File: src/scc_consts.svh
`ifndef SCC_CONSTS_SVH
`define SCC_CONSTS_SVH

// timing
`define SCC_CLK_NS          25
`define SCC_POR_NS          75
`define SCC_POR_CYC         ((`SCC_POR_NS + `SCC_CLK_NS - 1) / `SCC_CLK_NS)
`define SCC_PIN_HIZ_NS      45
`define SCC_PIN_HIZ_CYC     (`SCC_PIN_HIZ_NS / `SCC_CLK_NS)

// register offsets
`define SCC_ADR_IO_UPDATE   16'h0005
`define SCC_ADR_SYSCLK_PER  16'h0100
`define SCC_ADR_MFP_OE      16'h0200
`define SCC_ADR_MFP_OUT     16'h0201
`define SCC_ADR_MFP_SYNC    16'h0202
`define SCC_ADR_IRQ_MASK    16'h0209
`define SCC_ADR_IRQ_MODE    16'h020a
`define SCC_ADR_WDOG        16'h020b
`define SCC_ADR_OUT_EN      16'h0400
`define SCC_ADR_SYNC_MODE   16'h0401
`define SCC_ADR_PROF_MODE   16'h0500
`define SCC_ADR_CAL_SYNC    16'h0a02
`define SCC_ADR_PROF_SEL    16'h0a0d
`define SCC_ADR_STRAP       16'h0f00
`define SCC_ADR_STATUS      16'h0f01

// field positions
`define SCC_IOUPD_BIT       0
`define SCC_CAL_BIT         0
`define SCC_SYNC_BIT        1
`define SCC_SYNC_PIN_EN_BIT 3

// reset values
`define SCC_SYSCLK_PER_RST  8'h00
`define SCC_MFP_OE_RST      8'h00
`define SCC_MFP_OUT_RST     8'h00
`define SCC_MFP_SYNC_RST    4'h0
`define SCC_IRQ_MASK_RST    8'hff
`define SCC_IRQ_MODE_RST    1'h0
`define SCC_WDOG_RST        1'h0
`define SCC_OUT_EN_RST      2'h0
`define SCC_SYNC_MODE_RST   2'h0
`define SCC_PROF_MODE_RST   1'h0
`define SCC_CAL_SYNC_RST    2'h0
`define SCC_PROF_SEL_RST    8'h00

`endif

File: src/scc_pkg.sv
`default_nettype none
package scc_pkg;

    // power-up sequencing states, one-hot
    typedef enum logic [2:0] {
        SCC_OFF = 3'h1,
        SCC_POR = 3'h2,
        SCC_RUN = 3'h4
    } scc_power_e;

    // one image of the control registers, used staged and active
    typedef struct packed {
        logic [7:0] sysclkPeriod;
        logic [7:0] mfpOe;
        logic [7:0] mfpOut;
        logic [3:0] mfpSyncSel;
        logic [7:0] irqMask;
        logic       irqMode;
        logic       wdEnable;
        logic [1:0] outEnable;
        logic [1:0] syncMode;
        logic       autoProfile;
        logic [1:0] calSync;
        logic [7:0] profileSel;
    } scc_ctrl_s;

endpackage
`default_nettype wire

File: src/scc_strap_boot.sv
`include "scc_consts.svh"
`default_nettype none
module scc_strap_boot (
    input  wire logic       clock,
    input  wire logic       rst_n,
    input  wire logic       supplyValid,
    input  wire logic       resetPinN,
    input  wire logic [7:0] bootPinIn,
    output logic      [7:0] bootPinOut,
    output logic      [7:0] bootPinOe,
    input  wire logic       regWrite,
    input  wire logic       regRead,
    input  wire logic [15:0] regAddr,
    input  wire logic [7:0] regWdata,
    output logic      [7:0] regRdata,
    output logic            regReady,
    input  wire logic       phaseLock,
    input  wire logic       freqLock,
    output logic            deviceInReset,
    output logic      [7:0] strapCaptureValue,
    output logic            spiMode,
    output logic      [2:0] i2cAddrLsb,
    output logic            eepromLoadStart,
    output logic      [4:0] eepromCondition,
    output logic      [7:0] sysclkPeriod,
    output logic            sysclkCalStart,
    output logic      [7:0] irqMask,
    output logic            irqMode,
    output logic            watchdogEnable,
    output logic      [1:0] clockOutEnable,
    output logic            acquireStart,
    output logic      [7:0] profileStart
);

    localparam scc_pkg::scc_ctrl_s CTRL_RST = '{
        sysclkPeriod: `SCC_SYSCLK_PER_RST,
        mfpOe:        `SCC_MFP_OE_RST,
        mfpOut:       `SCC_MFP_OUT_RST,
        mfpSyncSel:   `SCC_MFP_SYNC_RST,
        irqMask:      `SCC_IRQ_MASK_RST,
        irqMode:      `SCC_IRQ_MODE_RST,
        wdEnable:     `SCC_WDOG_RST,
        outEnable:    `SCC_OUT_EN_RST,
        syncMode:     `SCC_SYNC_MODE_RST,
        autoProfile:  `SCC_PROF_MODE_RST,
        calSync:      `SCC_CAL_SYNC_RST,
        profileSel:   `SCC_PROF_SEL_RST
    };

    logic [7:0]            pinSync;
    logic [1:0]            ctlSync;
    logic [7:0]            pinSyncPrev;
    scc_pkg::scc_power_e   state;
    scc_pkg::scc_power_e   next_state;
    logic [1:0]            porCount;
    logic                  resetPrev;
    logic                  distRun;
    scc_pkg::scc_ctrl_s    staged;
    scc_pkg::scc_ctrl_s    next_staged;
    scc_pkg::scc_ctrl_s    active;

    // pins and supply detect come from outside the clock domain
    scc_sync2 #(.WIDTH(8)) uPinSync (
        .clock   (clock),     .rst_n   (rst_n),
        .asyncIn (bootPinIn), .syncOut (pinSync));
    scc_sync2 #(.WIDTH(2)) uCtlSync (
        .clock   (clock),     .rst_n   (rst_n),
        .asyncIn ({supplyValid, resetPinN}), .syncOut (ctlSync));

    // reset sources
    wire supplyOk     = ctlSync[1];
    wire extPinReset  = ~ctlSync[0];
    wire porPulse     = (state == scc_pkg::SCC_POR);
    wire deviceReset  = (state != scc_pkg::SCC_RUN) | extPinReset;
    wire releasePulse = resetPrev & ~deviceReset;
    wire porDone      = (porCount == 2'(`SCC_POR_CYC - 1));
    // power-up pulse sequencer
    always_comb
    begin
        next_state = state;
        unique case (state)
            scc_pkg::SCC_OFF: if (supplyOk) next_state = scc_pkg::SCC_POR;
            scc_pkg::SCC_POR: if (porDone) next_state = scc_pkg::SCC_RUN;
            scc_pkg::SCC_RUN: if (!supplyOk) next_state = scc_pkg::SCC_OFF;
            default:          next_state = scc_pkg::SCC_OFF;
        endcase
    end

    // pulse length counted only inside the pulse state
    always_ff @(posedge clock)
    begin
        if (!rst_n)
        begin
            state    <= scc_pkg::SCC_OFF;
            porCount <= 2'h0;
        end
        else
        begin
            state    <= next_state;
            porCount <= porPulse ? porCount + 2'h1 : 2'h0;
        end
    end

    // strap latch is transparent while reset holds, closes on release
    always_ff @(posedge clock)
    begin
        if (!rst_n)
        begin
            strapCaptureValue <= 8'h00;
            resetPrev         <= 1'h1;
            deviceInReset     <= 1'h1;
        end
        else
        begin
            if (deviceReset)
                strapCaptureValue <= pinSync;
            resetPrev     <= deviceReset;
            deviceInReset <= deviceReset;
        end
    end

    // protocol and loader decisions taken once, at reset release
    wire strapSpi  = (strapCaptureValue[2:0] == 3'h0);
    wire strapLoad = (strapCaptureValue[7:3] != 5'h00);
    always_ff @(posedge clock)
    begin
        if (!rst_n)
        begin
            spiMode         <= 1'h1;
            i2cAddrLsb      <= 3'h0;
            eepromLoadStart <= 1'h0;
            eepromCondition <= 5'h00;
        end
        else
        begin
            eepromLoadStart <= releasePulse & strapLoad;
            if (releasePulse)
            begin
                spiMode         <= strapSpi;
                i2cAddrLsb      <= strapCaptureValue[2:0];
                eepromCondition <= strapCaptureValue[7:3];
            end
        end
    end

    // register write decode
    wire hitIo       = regWrite & (regAddr == `SCC_ADR_IO_UPDATE);
    wire ioUpdate    = hitIo & regWdata[`SCC_IOUPD_BIT];
    wire wrPeriod    = regWrite & (regAddr == `SCC_ADR_SYSCLK_PER);
    wire wrMfpOe     = regWrite & (regAddr == `SCC_ADR_MFP_OE);
    wire wrMfpOut    = regWrite & (regAddr == `SCC_ADR_MFP_OUT);
    wire wrMfpSync   = regWrite & (regAddr == `SCC_ADR_MFP_SYNC);
    wire wrIrqMask   = regWrite & (regAddr == `SCC_ADR_IRQ_MASK);
    wire wrIrqMode   = regWrite & (regAddr == `SCC_ADR_IRQ_MODE);
    wire wrWdog      = regWrite & (regAddr == `SCC_ADR_WDOG);
    wire wrOutEn     = regWrite & (regAddr == `SCC_ADR_OUT_EN);
    wire wrSyncMode  = regWrite & (regAddr == `SCC_ADR_SYNC_MODE);
    wire wrProfMode  = regWrite & (regAddr == `SCC_ADR_PROF_MODE);
    wire wrCalSync   = regWrite & (regAddr == `SCC_ADR_CAL_SYNC);
    wire wrProfSel   = regWrite & (regAddr == `SCC_ADR_PROF_SEL);
    wire ctrlReset   = ~rst_n | deviceReset;
    // staged image takes host writes; nothing acts on them yet
    always_comb
    begin
        next_staged = staged;
        if (wrPeriod)   next_staged.sysclkPeriod = regWdata;
        if (wrMfpOe)    next_staged.mfpOe        = regWdata;
        if (wrMfpOut)   next_staged.mfpOut       = regWdata;
        if (wrMfpSync)  next_staged.mfpSyncSel   = regWdata[3:0];
        if (wrIrqMask)  next_staged.irqMask      = regWdata;
        if (wrIrqMode)  next_staged.irqMode      = regWdata[0];
        if (wrWdog)     next_staged.wdEnable     = regWdata[0];
        if (wrOutEn)    next_staged.outEnable    = regWdata[1:0];
        if (wrSyncMode) next_staged.syncMode     = regWdata[1:0];
        if (wrProfMode) next_staged.autoProfile  = regWdata[0];
        if (wrCalSync)  next_staged.calSync      = regWdata[1:0];
        if (wrProfSel)  next_staged.profileSel   = regWdata;
    end

    // any reset restores both images, so a skipped load keeps defaults
    always_ff @(posedge clock)
    begin
        if (ctrlReset)
        begin
            staged <= CTRL_RST;
            active <= CTRL_RST;
        end
        else
        begin
            staged <= next_staged;
            if (ioUpdate)
                active <= staged;
        end
    end

    // events caused by an update, judged on the image being copied
    wire calRise  = ioUpdate & staged.calSync[`SCC_CAL_BIT]
                    & ~active.calSync[`SCC_CAL_BIT];
    wire syncRise = ioUpdate & staged.calSync[`SCC_SYNC_BIT]
                    & ~active.calSync[`SCC_SYNC_BIT];
    wire manAcq   = ioUpdate & ~staged.autoProfile;
    wire autoAcq  = ioUpdate & staged.autoProfile;

    // sync from a boot pin only when that pin is an input
    wire [2:0] syncPinIdx = active.mfpSyncSel[2:0];
    wire [7:0] pinRise    = pinSync & ~pinSyncPrev;
    wire pinSyncHit = active.mfpSyncSel[`SCC_SYNC_PIN_EN_BIT]
                      & pinRise[syncPinIdx]
                      & ~active.mfpOe[syncPinIdx];
    wire lockSync   = (active.syncMode[0] & phaseLock)
                      | (active.syncMode[1] & freqLock);
    wire syncEvent  = syncRise | pinSyncHit | lockSync;

    // one-shot outputs of the update path
    always_ff @(posedge clock)
    begin
        if (ctrlReset)
        begin
            sysclkCalStart <= 1'h0;
            acquireStart   <= 1'h0;
            profileStart   <= 8'h00;
        end
        else
        begin
            sysclkCalStart <= calRise;
            acquireStart   <= manAcq;
            profileStart   <= autoAcq ? staged.profileSel : 8'h00;
        end
    end

    // distribution stays quiet until a sync event arms it
    always_ff @(posedge clock)
    begin
        if (ctrlReset)
        begin
            distRun        <= 1'h0;
            clockOutEnable <= 2'h0;
        end
        else
        begin
            if (syncEvent)
                distRun <= 1'h1;
            clockOutEnable <= distRun ? active.outEnable : 2'h0;
        end
    end

    // pin drive: a reset drops every enable on the next edge
    always_ff @(posedge clock)
    begin
        if (!rst_n)
        begin
            bootPinOe   <= 8'h00;
            bootPinOut  <= 8'h00;
            pinSyncPrev <= 8'h00;
        end
        else
        begin
            bootPinOe   <= deviceReset ? 8'h00 : active.mfpOe;
            bootPinOut  <= active.mfpOut;
            pinSyncPrev <= pinSync;
        end
    end

    // active image fields drive the device directly
    assign sysclkPeriod   = active.sysclkPeriod;
    assign irqMask        = active.irqMask;
    assign irqMode        = active.irqMode;
    assign watchdogEnable = active.wdEnable;

    // read mux shows the staged image; update bit always reads zero
    wire [7:0] statusWord = {5'h00, distRun, deviceReset, spiMode};
    wire [7:0] rdMux =
        (regAddr == `SCC_ADR_SYSCLK_PER) ? staged.sysclkPeriod :
        (regAddr == `SCC_ADR_MFP_OE)     ? staged.mfpOe :
        (regAddr == `SCC_ADR_MFP_OUT)    ? staged.mfpOut :
        (regAddr == `SCC_ADR_MFP_SYNC)   ? {4'h0, staged.mfpSyncSel} :
        (regAddr == `SCC_ADR_IRQ_MASK)   ? staged.irqMask :
        (regAddr == `SCC_ADR_IRQ_MODE)   ? {7'h00, staged.irqMode} :
        (regAddr == `SCC_ADR_WDOG)       ? {7'h00, staged.wdEnable} :
        (regAddr == `SCC_ADR_OUT_EN)     ? {6'h00, staged.outEnable} :
        (regAddr == `SCC_ADR_SYNC_MODE)  ? {6'h00, staged.syncMode} :
        (regAddr == `SCC_ADR_PROF_MODE)  ? {7'h00, staged.autoProfile} :
        (regAddr == `SCC_ADR_CAL_SYNC)   ? {6'h00, staged.calSync} :
        (regAddr == `SCC_ADR_PROF_SEL)   ? staged.profileSel :
        (regAddr == `SCC_ADR_STRAP)      ? strapCaptureValue :
        (regAddr == `SCC_ADR_STATUS)     ? statusWord : 8'h00;
    // every access answers one cycle later
    always_ff @(posedge clock)
    begin
        if (!rst_n)
        begin
            regRdata <= 8'h00;
            regReady <= 1'h0;
        end
        else
        begin
            regRdata <= regRead ? rdMux : 8'h00;
            regReady <= regRead | regWrite;
        end
    end

    localparam int PIN_HIZ_CYC = `SCC_PIN_HIZ_CYC;
endmodule
`default_nettype wire

File: src/scc_sync2.sv
`default_nettype none
module scc_sync2 #(
    parameter int WIDTH = 1
) (
    input  wire logic             clock,
    input  wire logic             rst_n,
    input  wire logic [WIDTH-1:0] asyncIn,
    output logic      [WIDTH-1:0] syncOut
);

    logic [WIDTH-1:0] stage1;

    // first stage feeds only the second
    always_ff @(posedge clock)
    begin
        if (!rst_n)
        begin
            stage1  <= '0;
            syncOut <= '0;
        end
        else
        begin
            stage1  <= asyncIn;
            syncOut <= stage1;
        end
    end

endmodule
`default_nettype wire

File: config.mk
export PLATFORM = sky130hd
export DESIGN_NAME = scc_strap_boot
export DESIGN_NICKNAME = d
export VERILOG_FILES = /design/src/scc_pkg.sv /design/src/scc_strap_boot.sv /design/src/scc_sync2.sv
export VERILOG_INCLUDE_DIRS = /design/src
export SDC_FILE = /design/constraint.sdc
export NUM_CORES = 1
export LEC_CHECK = 0
export BUFFER_PORTS_ARGS = -buffer_cell sky130_fd_sc_hd__buf_2
export CAP_MARGIN = 30
export CORE_UTILIZATION = 48
export DETAILED_ROUTE_END_ITERATION = 8
export GPL_TIMING_DRIVEN = 1
export PLACE_DENSITY = 0.69
export RECOVER_POWER = 100
export SETUP_SLACK_MARGIN = 0.5
export SLEW_MARGIN = 0
export SYNTH_ARGS = -nofsm -noshare
export SYNTH_HDL_FRONTEND = slang
export SYNTH_SLANG_ARGS = --single-unit
export TNS_END_PERCENT = 20
File: constraint.sdc
create_clock -name clock -period 4.4 [get_ports clock]
set_input_delay 0.66 -clock clock [delete_from_list [all_inputs] [get_ports clock]]
set_output_delay 0.66 -clock clock [all_outputs]
set_load 0.02 [all_outputs]
==> reports/results.ini, run 1 <==
[grt]
grt_pass1_wl_um = 29580
grt_antenna_before_repair = 0
first_global_vias = 5598
grt_usage = 0.2415
overflow = 0
grt_max_degree = 87

[drt]
wl_per_cell_um = 16.85
first_iter_violations = 566
via_per_inst = 5.462
wl_um = 18280
vias = 5926
antenna_left = 0
drt_pass1_iterations = 7
drc = 0

[place]
hpwlAfterDp_um = 12700
gp_congestion = 0.9488
port_buffers = 113
placed_area_mm2 = 0.007771

[synth]
synth_area_mm2 = 0.007217
synth_edf_count = 0
synth_seq_cells = 187
synth_nets = 856
ys_types = 56
ys_warn_count = 0
yosysSeqAreaShare = 0.5187
synthCells = 815
avgSynthCellArea_um2 = 8.855
synthFlopType = dfxtp_1
postSynth.asyncResetShare = 0

[sta]
rsz0062_at_grt = false
setup_viol = 0
worst_pin_slew_ns = 2.170
fin_crit_sh = 0.7829
fmax_mhz = 290.3
period_minus_slack_ns = 3.445
fin_setup_tns_ns = 0
hold_viol = 0
max_slew_margin = -0.4463
clock_skew_ns = 0.008052
slew_violations = 69

[clock_tree]
cts_htree_levels = 4
cts_tree = done
clock-root-buffer = clkbuf_16
postCtsSetupBuffers = 0
clk_latency_ns = 0.43
cts.sinks = 187
clk_transition_reported_paths_ns = 0.07
cts_buffers = 17
clockBufferDepth = 2
postCtsHoldBufs = 0
cts_resized = 0

[setup_path]
critPathCaptureType = flop
worstSetupPathType = in -> reg
max_stage_delay_ns = 1.20
crit_buf_inv = 1
cpLargestDelayFamily = simple AND/OR/NAND/NOR gates
crit_end = staged[46]
cp_cell_sequence = buf_2 -> nor4_1 -> nand3_1 -> nor3_4 -> nand2_1 -> mux2i_1 -> nor2_1
path_max_fanout = 12
cp.required_ns = 4.69
reg2reg_to = sysclkCalStart
worstRegToRegCells = 6
r2r_start = state[2]
r2r_setup_slack_ns = 1.21
cp_num_cells = 7
critPathLaunch = regAddr[13]
setup.worst_path.start_class = primary input
arrival_ns = 3.73
slowest_stage = nor4_1

[power_and_ir_drop]
p_per_area_mw_per_mm2 = 397.0
power_leakage_nw = 2.954
max-vdd-ir-drop_mv = 0.2251

[floorplan]
fp.dieArea_mm2 = 0.01553
initial_core_util = 0.4947
ios = 114
fp.dieW_um = 124.6
row_count = 44
core_mm2 = 0.01459
die_y_um = 124.6

[run_status]
violations = capacitance limit, slew limit
status = finished with violations

[final_layout]
drive_gt1_frac = 0.09989
final_nets = 929
design_area_mm2 = 0.008210
antenna_cells = 0
areaGrowthSynthToFinish_pct = 13.77

[run]
drv_cap = 2

[min_path]
min_path_type = reg -> reg

[kinds of logic (layout without fill, tap and decap cells)]
group / Yosys count / in the layout / synth area share
AO/OA/AOI/OAI: 109 / 109 / 0.08964
adder cells (fa/ha/maj): 1 / 1 / 0.001733
buffers and inverters: 71 / 157 / 0.04698
flip-flops: 187 / 187 / 0.5187
multiplexers: 44 / 44 / 0.06137
AND/OR/NAND/NOR: 403 / 403 / 0.2816
[worst register-to-register path: cells and delay by family (launching register included)]
family / cells / cell delay, ns
DFF: 1 / 0.41
buffers and inverters: 3 / 1.04
and+or+nand+nor: 3 / 1.64
[per-stage QoR]
| step | std cells | power [mW] | hold slack (ns) | setup WS, ns | util |
|---|---|---|---|---|---|
| floorplan | 815 | 1.803 | 0.3901 | 2.052 | - |
| global placement | 1053 | 1.848 | 0.3988 | 1.166 | 0.5327 |
| detailed placement | 1053 | 1.849 | 0.4029 | 1.151 | 0.5327 |
| CTS | 1085 | 3.279 | 0.4119 | 1.609 | 0.5710 |
| global route | 1085 | 3.371 | 0.4198 | 0.7140 | 0.5628 |
| finish | 1085 | 3.260 | 0.4123 | 0.9552 | 0.5628 |
[final cells by class]
class	instances	area [µm²]
inverter	7	26.28
fill	1398	6379
clock inverter	9	81.33
sequential	187	3744
timing repair buffer	118	519.2
tap	184	230.2
clock buffer	23	478.0
multi-input combinational	557	3132
[metal layers]
metal	vias to the layer above	global-route usage	share of wire
met5	-	0	0
met3	39	0.05112	0.052
met2	205	0.3793	0.46
li1	2909	-	-
met4	0	0.1077	0.027
met1	2773	0.3188	0.46
[worst min path at each step]
stage / startpoint / endpoint / cells after the start
finish: porCount[0] / porCount[0] / 1
global route: bootPinIn[5] / uPinSync.stage1[5] / 2
CTS: porCount[0] / porCount[0] / 1
detailed placement: porCount[0] / porCount[0] / 1
global placement: porCount[0] / porCount[0] / 1
floorplan: porCount[0] / porCount[0] / 1
[flip-flops by register name (all words and copies together), names as in the netlist, 2 cells and up]
signal and cells:
porCount 2, regRdata 8, irqMask 8, uPinSync.syncOut 8
profileStart 8, bootPinOe 8, staged 53, active 26
sysclkPeriod 8, uCtlSync.stage1 2, eepromCondition 5, state 3
clockOutEnable 2, i2cAddrLsb 3, strapCaptureValue 8, uCtlSync.syncOut 2
pinSyncPrev 8, bootPinOut 8, uPinSync.stage1 8
[Yosys cell counts (all sizes together), types with 3 or more instances]
cell type | number | area [µm²]
a221oi | 3 | 26.28
nor2 | 52 | 197.7
o21ai | 10 | 50.05
nand4 | 10 | 62.56
mux2i | 42 | 420.4
clkbuf | 35 | 131.4
and3 | 15 | 93.84
nor3b | 3 | 22.52
nor4b | 7 | 67.56
nor3 | 21 | 151.4
nor4bb | 3 | 30.03
buf | 29 | 181.4
inv | 6 | 22.52
dfxtp | 187 | 3744
nand3 | 38 | 190.2
a22oi | 5 | 37.54
a21boi | 8 | 60.06
and2 | 48 | 300.3
nor4 | 10 | 83.83
nand2 | 169 | 636.9
nor2b | 12 | 75.07
a21oi | 66 | 330.3
or4 | 3 | 22.52
[power breakdown]
part | internal, mW | switching [mW]
combinational | 0.0340 | 0.0622
sequential | 1.71 | 0.00830
clock | 0.783 | 0.667
total | 2.52 | 0.738
[cell usage in the layout (no fill, tap or decap), types with 5 or more instances in the layout]
cell type and instances:
nand2_1 169, and2_0 20, and2_1 28, nor3_1 13, buf_2 39, inv_1 6
clkbuf_16 17, a21oi_1 66, a22oi_1 5, nand4_1 10, nor4_1 9, nand3_1 38
nor3_2 6, o21ai_0 10, nor2b_1 12, mux2i_1 42, a21boi_0 8, nor2_1 51
clkbuf_1 78, nor4b_1 6, dfxtp_1 187, and3_1 15
Note: power is estimated with default switching activity, not from simulation.
==> inputs of run 2 (changes only) <==
==> constraint.sdc (replaced) <==
create_clock -name clock -period 3.35 [get_ports clock]
set_input_delay 0.5025 -clock clock [delete_from_list [all_inputs] [get_ports clock]]
set_output_delay 0.5025 -clock clock [all_outputs]
set_load 0.02 [all_outputs]
==> reports/results.ini, run 2 (synthesis gave the netlist of run 1 again) <==
[run_status]
status = finished with violations
violations = capacitance limit, slew limit

[final_layout]
design_area_mm2 = 0.008248  ; +0.46%
antenna_cells = 0  ; unchanged
final_nets = 935  ; +0.65%
largest_register_ff_count = 53  ; unchanged
fin_util = 0.5654  ; +0.002573
regMostFlops = staged
top_regs = staged: 53 flops, active: 26 flops
final_cell_mix = dfxtp_1 (187), nand2_1 (169), clkbuf_1 (86)
drive_gt1_frac = 0.09061  ; -0.009281
areaGrowthSynthToFinish_pct = 14.29
layout_commonest_cell = dfxtp_1

[sta]
period_minus_slack_ns = 2.672
setup_viol = 0  ; unchanged
holdWs_ns = 0.2788  ; -0.1336 ns
slew_violations = 52  ; -25%
hold_viol = 0  ; unchanged
fin_setup_tns_ns = 0  ; unchanged
rsz0062_at_grt = false
worst_pin_slew_ns = 1.643  ; -0.5270 ns
max_slew_margin = -0.09503  ; +0.3513
clock_skew_ns = 0.006034  ; -0.002018 ns
fmax_mhz = 374.3
fin_crit_sh = 0.7976

[clock_tree]
cts.sinks = 187  ; unchanged
clk_latency_ns = 0.43  ; about the same
clock-root-buffer = clkbuf_16
cts_htree_levels = 4  ; unchanged
postCtsSetupBuffers = 0  ; unchanged
clk_transition_reported_paths_ns = 0.06  ; about the same
cts_buffers = 17  ; unchanged
cts_tree = done
clockBufferDepth = 2  ; unchanged
postCtsHoldBufs = 0  ; unchanged
cts_resized = 0  ; unchanged

[floorplan]
fp.dieArea_mm2 = 0.01553  ; unchanged
row_count = 44  ; unchanged
initial_core_util = 0.4947  ; unchanged
core_mm2 = 0.01459  ; unchanged
fp.dieW_um = 124.6  ; unchanged
ios = 114  ; unchanged
die_y_um = 124.6  ; unchanged

[setup_path]
r2r_setup_slack_ns = 0.69  ; -0.52 ns
crit_buf_inv = 3  ; +2
cp_cell_sequence = buf_2 -> nor4_1 -> clkbuf_1 -> nand2_1 -> or3_1 -> clkbuf_2 -> nand2_1 -> a21oi_1
cp_num_cells = 8  ; +1
cp.required_ns = 3.64  ; -1.05 ns
worstRegToRegCells = 6  ; unchanged
slowest_stage = or3_1
r2r_start = state[2]
path_max_fanout = 36  ; +24
worstSetupPathType = in -> reg
arrival_ns = 2.96  ; -0.77 ns
critPathCaptureType = flop
cpLargestDelayFamily = simple AND/OR/NAND/NOR gates
reg2reg_to = spiMode
critPathMostFrequentCell = nand2_1
max_stage_delay_ns = 0.57  ; -0.63 ns
setup.worst_path.start_class = primary input

[power_and_ir_drop]
p_per_area_mw_per_mm2 = 534.4  ; +35%
max-vdd-ir-drop_mv = 0.3141  ; +40%
power_leakage_nw = 2.971  ; +0.57%

[grt]
met3_usage = 0.04467  ; -0.006443
grt_pass1_wl_um = 29580  ; unchanged
grt_busiest_layer = met2
grt_usage = 0.2419  ; +0.0004192
use_met2 = 0.3666  ; -0.01267
grt_antenna_before_repair = 0  ; unchanged
first_global_vias = 5457  ; -2.5%
grt_max_degree = 77  ; -11%
overflow = 0  ; unchanged
met1_usage = 0.3356  ; +0.01680

[min_path]
min_path_type = in -> reg
whs_path_depth = 2  ; +1
hold-path-endpoint = uPinSync.stage1[0]
worstHoldStart = bootPinIn[0]

[drt]
wl_per_cell_um = 16.82  ; -0.15%
via_per_inst = 5.459  ; about the same
drt_pass1_iterations = 5  ; -2
drc = 0  ; unchanged
wl_um = 18320  ; +0.21%
vias = 5945  ; +0.32%
antenna_left = 0  ; unchanged
first_iter_violations = 614  ; +8.5%

[place]
gp_congestion = 0.9528  ; +0.42%
placed_area_mm2 = 0.007816  ; +0.58%
hpwlAfterDp_um = 12660  ; -0.26%
port_buffers = 113  ; unchanged

[run]
drv_cap = 1  ; -1

run 2: report_power, final:
group	switching (mW)	internal (mW)	total, mW
clock network	0.834	1.19	2.03
logic	0.0825	0.0448	0.127
registers	0.0114	2.24	2.25
run 2: worst max-delay path by stage:
stage,from,to,slack [ns]
after floorplan,regAddr[2],staged[12],1.16
after global placement,regAddr[5],active[36],0.74
after detailed placement,regAddr[5],sysclkPeriod[1],0.71
after CTS,regAddr[5],active[8],1.15
after global routing,regAddr[13],staged[18],0.47
final,regAddr[13],active[8],0.68
run 2: worst reg2reg max path: stages (launching register included):
cell and delay [ns]:
dfxtp_1 0.42, nor4bb_4 0.26, clkbuf_1 0.96, nand2_1 0.51, nor4_1 0.30, a21oi_1 0.07, nand2_1 0.07
run 2: final cells by class:
type                            count  area (µm²)
Clock inverter                      9       140.1
Tap cell                          184       230.2
Inverter                            7       26.28
Sequential cell                   187        3744
Timing Repair Buffer              124       536.8
Clock buffer                       21       450.4
Fill cell                        1401        6341
Multi-Input combinational cell    557        3120
run 2: routing by layer:
layer	routed length, µm	part of all wire
met5	0	0
met3	921	0.050
met2	8071	0.44
met4	653	0.036
met1	8671	0.47
run 2: per-stage QoR:
| stage | std cells | worst slack (ns) | power (mW) |
|---|---|---|---|
| 2_1_floorplan | 815 | 1.160 | 2.368 |
| 3_5_place_dp | 1059 | 0.7119 | 2.431 |
| 5_1_grt | 1089 | 0.4690 | 4.553 |
| 3_3_place_gp | 1059 | 0.7408 | 2.431 |
| 4_1_cts | 1089 | 1.152 | 4.441 |
| 6_report | 1089 | 0.6780 | 4.408 |
==> inputs of run 3 (changes only) <==
--- a/config.mk
+++ b/config.mk
@@ -6,12 +6,13 @@
 export SDC_FILE = /design/constraint.sdc
 export NUM_CORES = 1
 export LEC_CHECK = 0
+export ABC_AREA = 1
 export BUFFER_PORTS_ARGS = -buffer_cell sky130_fd_sc_hd__buf_2
 export CAP_MARGIN = 30
 export CORE_UTILIZATION = 48
 export DETAILED_ROUTE_END_ITERATION = 8
 export GPL_TIMING_DRIVEN = 1
-export PLACE_DENSITY = 0.69
+export PLACE_DENSITY = 0.72
 export RECOVER_POWER = 100
 export SETUP_SLACK_MARGIN = 0.5
 export SLEW_MARGIN = 0
==> constraint.sdc (replaced) <==
create_clock -name clock -period 2.3 [get_ports clock]
set_input_delay 0.345 -clock clock [delete_from_list [all_inputs] [get_ports clock]]
set_output_delay 0.345 -clock clock [all_outputs]
set_load 0.02 [all_outputs]
==> reports/results.ini, run 3 <==
[setup_path]
worstRegToRegCells = 8  ; +2
path_max_fanout = 15  ; -58%
critPathCaptureType = flop
cp.required_ns = 2.66  ; -0.98 ns
worstSetupPathType = reg -> reg
r2r_start = state[2]
setup.worst_path.start_class = flop
reg2reg_to = eepromCondition[1]
arrival_ns = 2.23  ; -0.73 ns
r2r_setup_slack_ns = 0.43  ; -0.26 ns

[min_path]
hold-path-endpoint = uCtlSync.stage1[1]
whs_path_depth = 3  ; +1
min_path_type = in -> reg
worstHoldStart = supplyValid

[synth]
synth_area_mm2 = 0.007151  ; -0.92%
ys_types = 41  ; -27%
synthFlopType = dfxtp_1
yosysMostFrequentCell = dfxtp_1
ys_warn_count = 0  ; unchanged
synth_seq_cells = 187  ; unchanged
synthCells = 900  ; +10%
synth_edf_count = 0  ; unchanged
netlist.top_cell.by_area = dfxtp_1
yosysSeqAreaShare = 0.5235  ; +0.004811
postSynth.asyncResetShare = 0  ; unchanged
synth_area_leaders = dfxtp_1 (52%), o21ai_0 (8.2%), inv_1 (8.1%)
synth.top_cells.by_count = dfxtp_1 (187), inv_1 (155), nand2_1 (117), o21ai_0 (117), a21oi_1 (90)
synth_nets = 941  ; +9.9%
avgSynthCellArea_um2 = 7.945  ; -10%
synth_top_area_frac = 0.5235  ; +0.004811

[power_and_ir_drop]
power_leakage_nw = 3.542  ; +19%
max-vdd-ir-drop_mv = 0.5072  ; +61%
p_per_area_mw_per_mm2 = 735.2  ; +38%

[place]
port_buffers = 113  ; unchanged
gp_congestion = 0.9130  ; -4.2%
place_ws_ns = 0.1479  ; -0.5640 ns
hpwlAfterDp_um = 12890  ; +1.8%

[clock_tree]
clockBufferDepth = 2  ; unchanged
clock-root-buffer = clkbuf_16
clk_transition_reported_paths_ns = 0.07  ; about the same
postCtsHoldBufs = 0  ; unchanged
cts_tree = done
cts.sinks = 187  ; unchanged
clk_latency_ns = 0.43  ; about the same
cts_buffers = 17  ; unchanged
cts_htree_levels = 4  ; unchanged

[drt]
wl_um = 18900  ; +3.2%
via_per_inst = 5.296  ; -3.0%
drc = 0  ; unchanged
antenna_left = 0  ; unchanged
first_iter_violations = 463  ; -25%
vias = 6360  ; +7.0%
wl_per_cell_um = 15.73  ; -6.5%
drt_pass1_iterations = 7  ; +2

[final_layout]
areaGrowthSynthToFinish_pct = 18.60
regMostFlops = staged
drive_gt1_frac = 0.1378  ; +0.04719
final_nets = 1045  ; +12%
largest_register_ff_count = 53  ; unchanged
top_regs = staged: 53 flops, active: 26 flops
final_cell_mix = dfxtp_1 (186), inv_1 (150), o21ai_0 (117)
layout_commonest_cell = dfxtp_1

[sta]
slew_violations = 0  ; -100%
setup_viol = 0  ; unchanged
rsz0062_at_grt = true
fin_setup_tns_ns = 0  ; unchanged
max_slew_margin = 0.3653  ; +0.4604
setup_ws_ns = 0.4305  ; -0.2475 ns
hold_viol = 0  ; unchanged
worst_pin_slew_ns = 0.9520  ; -0.6906 ns
fmax_mhz = 534.9
fin_crit_sh = 0.8128
clock_skew_ns = 0.01090  ; +0.004866 ns
period_minus_slack_ns = 1.869

[grt]
grt_pass1_wl_um = 29190  ; -1.3%
first_global_vias = 5627  ; +3.1%
grt_max_degree = 90  ; +17%
grt_usage = 0.2525  ; +0.01053
overflow = 0  ; unchanged
grt_antenna_before_repair = 0  ; unchanged

[floorplan]
fp.dieArea_mm2 = 0.01539  ; -0.90%
initial_core_util = 0.4920  ; -0.002689
row_count = 44  ; unchanged
core_mm2 = 0.01453  ; -0.38%
die_y_um = 124.1  ; -0.45%
ios = 114  ; unchanged
fp.dieW_um = 124.1  ; -0.45%

[run]
drv_cap = 0  ; -1

[run_status]
status = completed

-- run 3: changes by cell type in the layout (fill, tap and decap cells not counted), moves of 9 or more --
cell | previous run | this run
o21ai_0 | 10 | 117
and2_1 | 28 | 0
inv_1 | 7 | 150
nor2b_1 | 12 | 0
o211ai_1 | 1 | 21
nor2_1 | 51 | 37
buf_4 | 2 | 19
mux2i_1 | 42 | 0
and2_0 | 20 | 0
and3_1 | 15 | 1
a21oi_1 | 66 | 90
clkbuf_1 | 86 | 77
a31oi_1 | 2 | 11
nand2_1 | 169 | 111
-- run 3: what timing repair did --
item                                    CTS  global route
buffers inserted                          0             8
resized for setup                         3            31
cloned                                    0             2
pin swaps                                 0            20
endpoints found under the hold margin     0             0
endpoints found under the setup margin   10            14
-- run 3: worst max path at each step --
stage	to	startpoint	depth (start not counted)	slack, ns
5_1_grt	eepromCondition[1]	state[2]	8	0.20
2_1_floorplan	regRdata[1]	regAddr[10]	10	0.54
6_report	eepromCondition[1]	state[2]	8	0.43
4_1_cts	regRdata[1]	state[2]	13	0.55
3_5_place_dp	regRdata[1]	regAddr[10]	12	0.15
3_3_place_gp	regRdata[0]	regAddr[2]	19	0.15
-- run 3: cells by family (layout without fill, tap and decap cells) --
group                    after synthesis  after routing  share of synthesized area
AND/OR/NAND/NOR                      239            239                     0.1526
flip-flops                           187            187                     0.5235
AO/OA/AOI/OAI                        260            260                     0.1990
buffers and inverters                213            329                     0.1232
adder cells (fa/ha/maj)                1              1                   0.001750
other                                  0              1                          0
-- run 3: per-layer routing --
layer  part of all wire  vias to the layer above  global-route usage
met1               0.43                     2869              0.3369
met5                  0                        -                   0
li1                   -                     3134                   -
met2               0.44                      312              0.3864
met4              0.029                        0              0.1161
met3               0.10                       45             0.05723
-- run 3: power by group --
| group | switching [mW] | internal (mW) |
|---|---|---|
| Combinational | 0.135 | 0.0631 |
| Sequential | 0.0155 | 3.26 |
| Clock | 1.29 | 1.47 |
-- run 3: final cells by class --
cell class | count | area, µm²
Multi-Input combinational cell | 500 | 2621
Clock buffer | 19 | 452.9
Fill cell | 1387 | 6053
Tap cell | 184 | 230.2
Clock inverter | 12 | 107.6
Timing Repair Buffer | 140 | 726.9
Antenna cell | 1 | 2.502
Sequential cell | 187 | 3745
Inverter | 158 | 594.3
-- run 3: through the flow --
step                      hold slack (ns)    util  area [µm²]  power (mW)  instances
after floorplan                    0.3905       -        7151       3.439        900
after global placement             0.3944  0.5381        7821       3.533       1159
after detailed placement           0.3968  0.5381        7821       3.534       1159
after CTS                         0.07418  0.5776        8394       6.268       1190
after global routing              0.07555  0.5833        8478       6.436       1200
final                             0.08587  0.5835        8481       6.235       1201
-- run 3: worst max-delay path: stages (launching register included) --
cell and delay, ns:
dfxtp_2 0.35, inv_2 0.06, nor3_4 0.20, nand2_2 0.12, buf_4 0.18, nor2_1 0.13, clkbuf_1 0.44, o21ai_0 0.15
a21oi_1 0.17
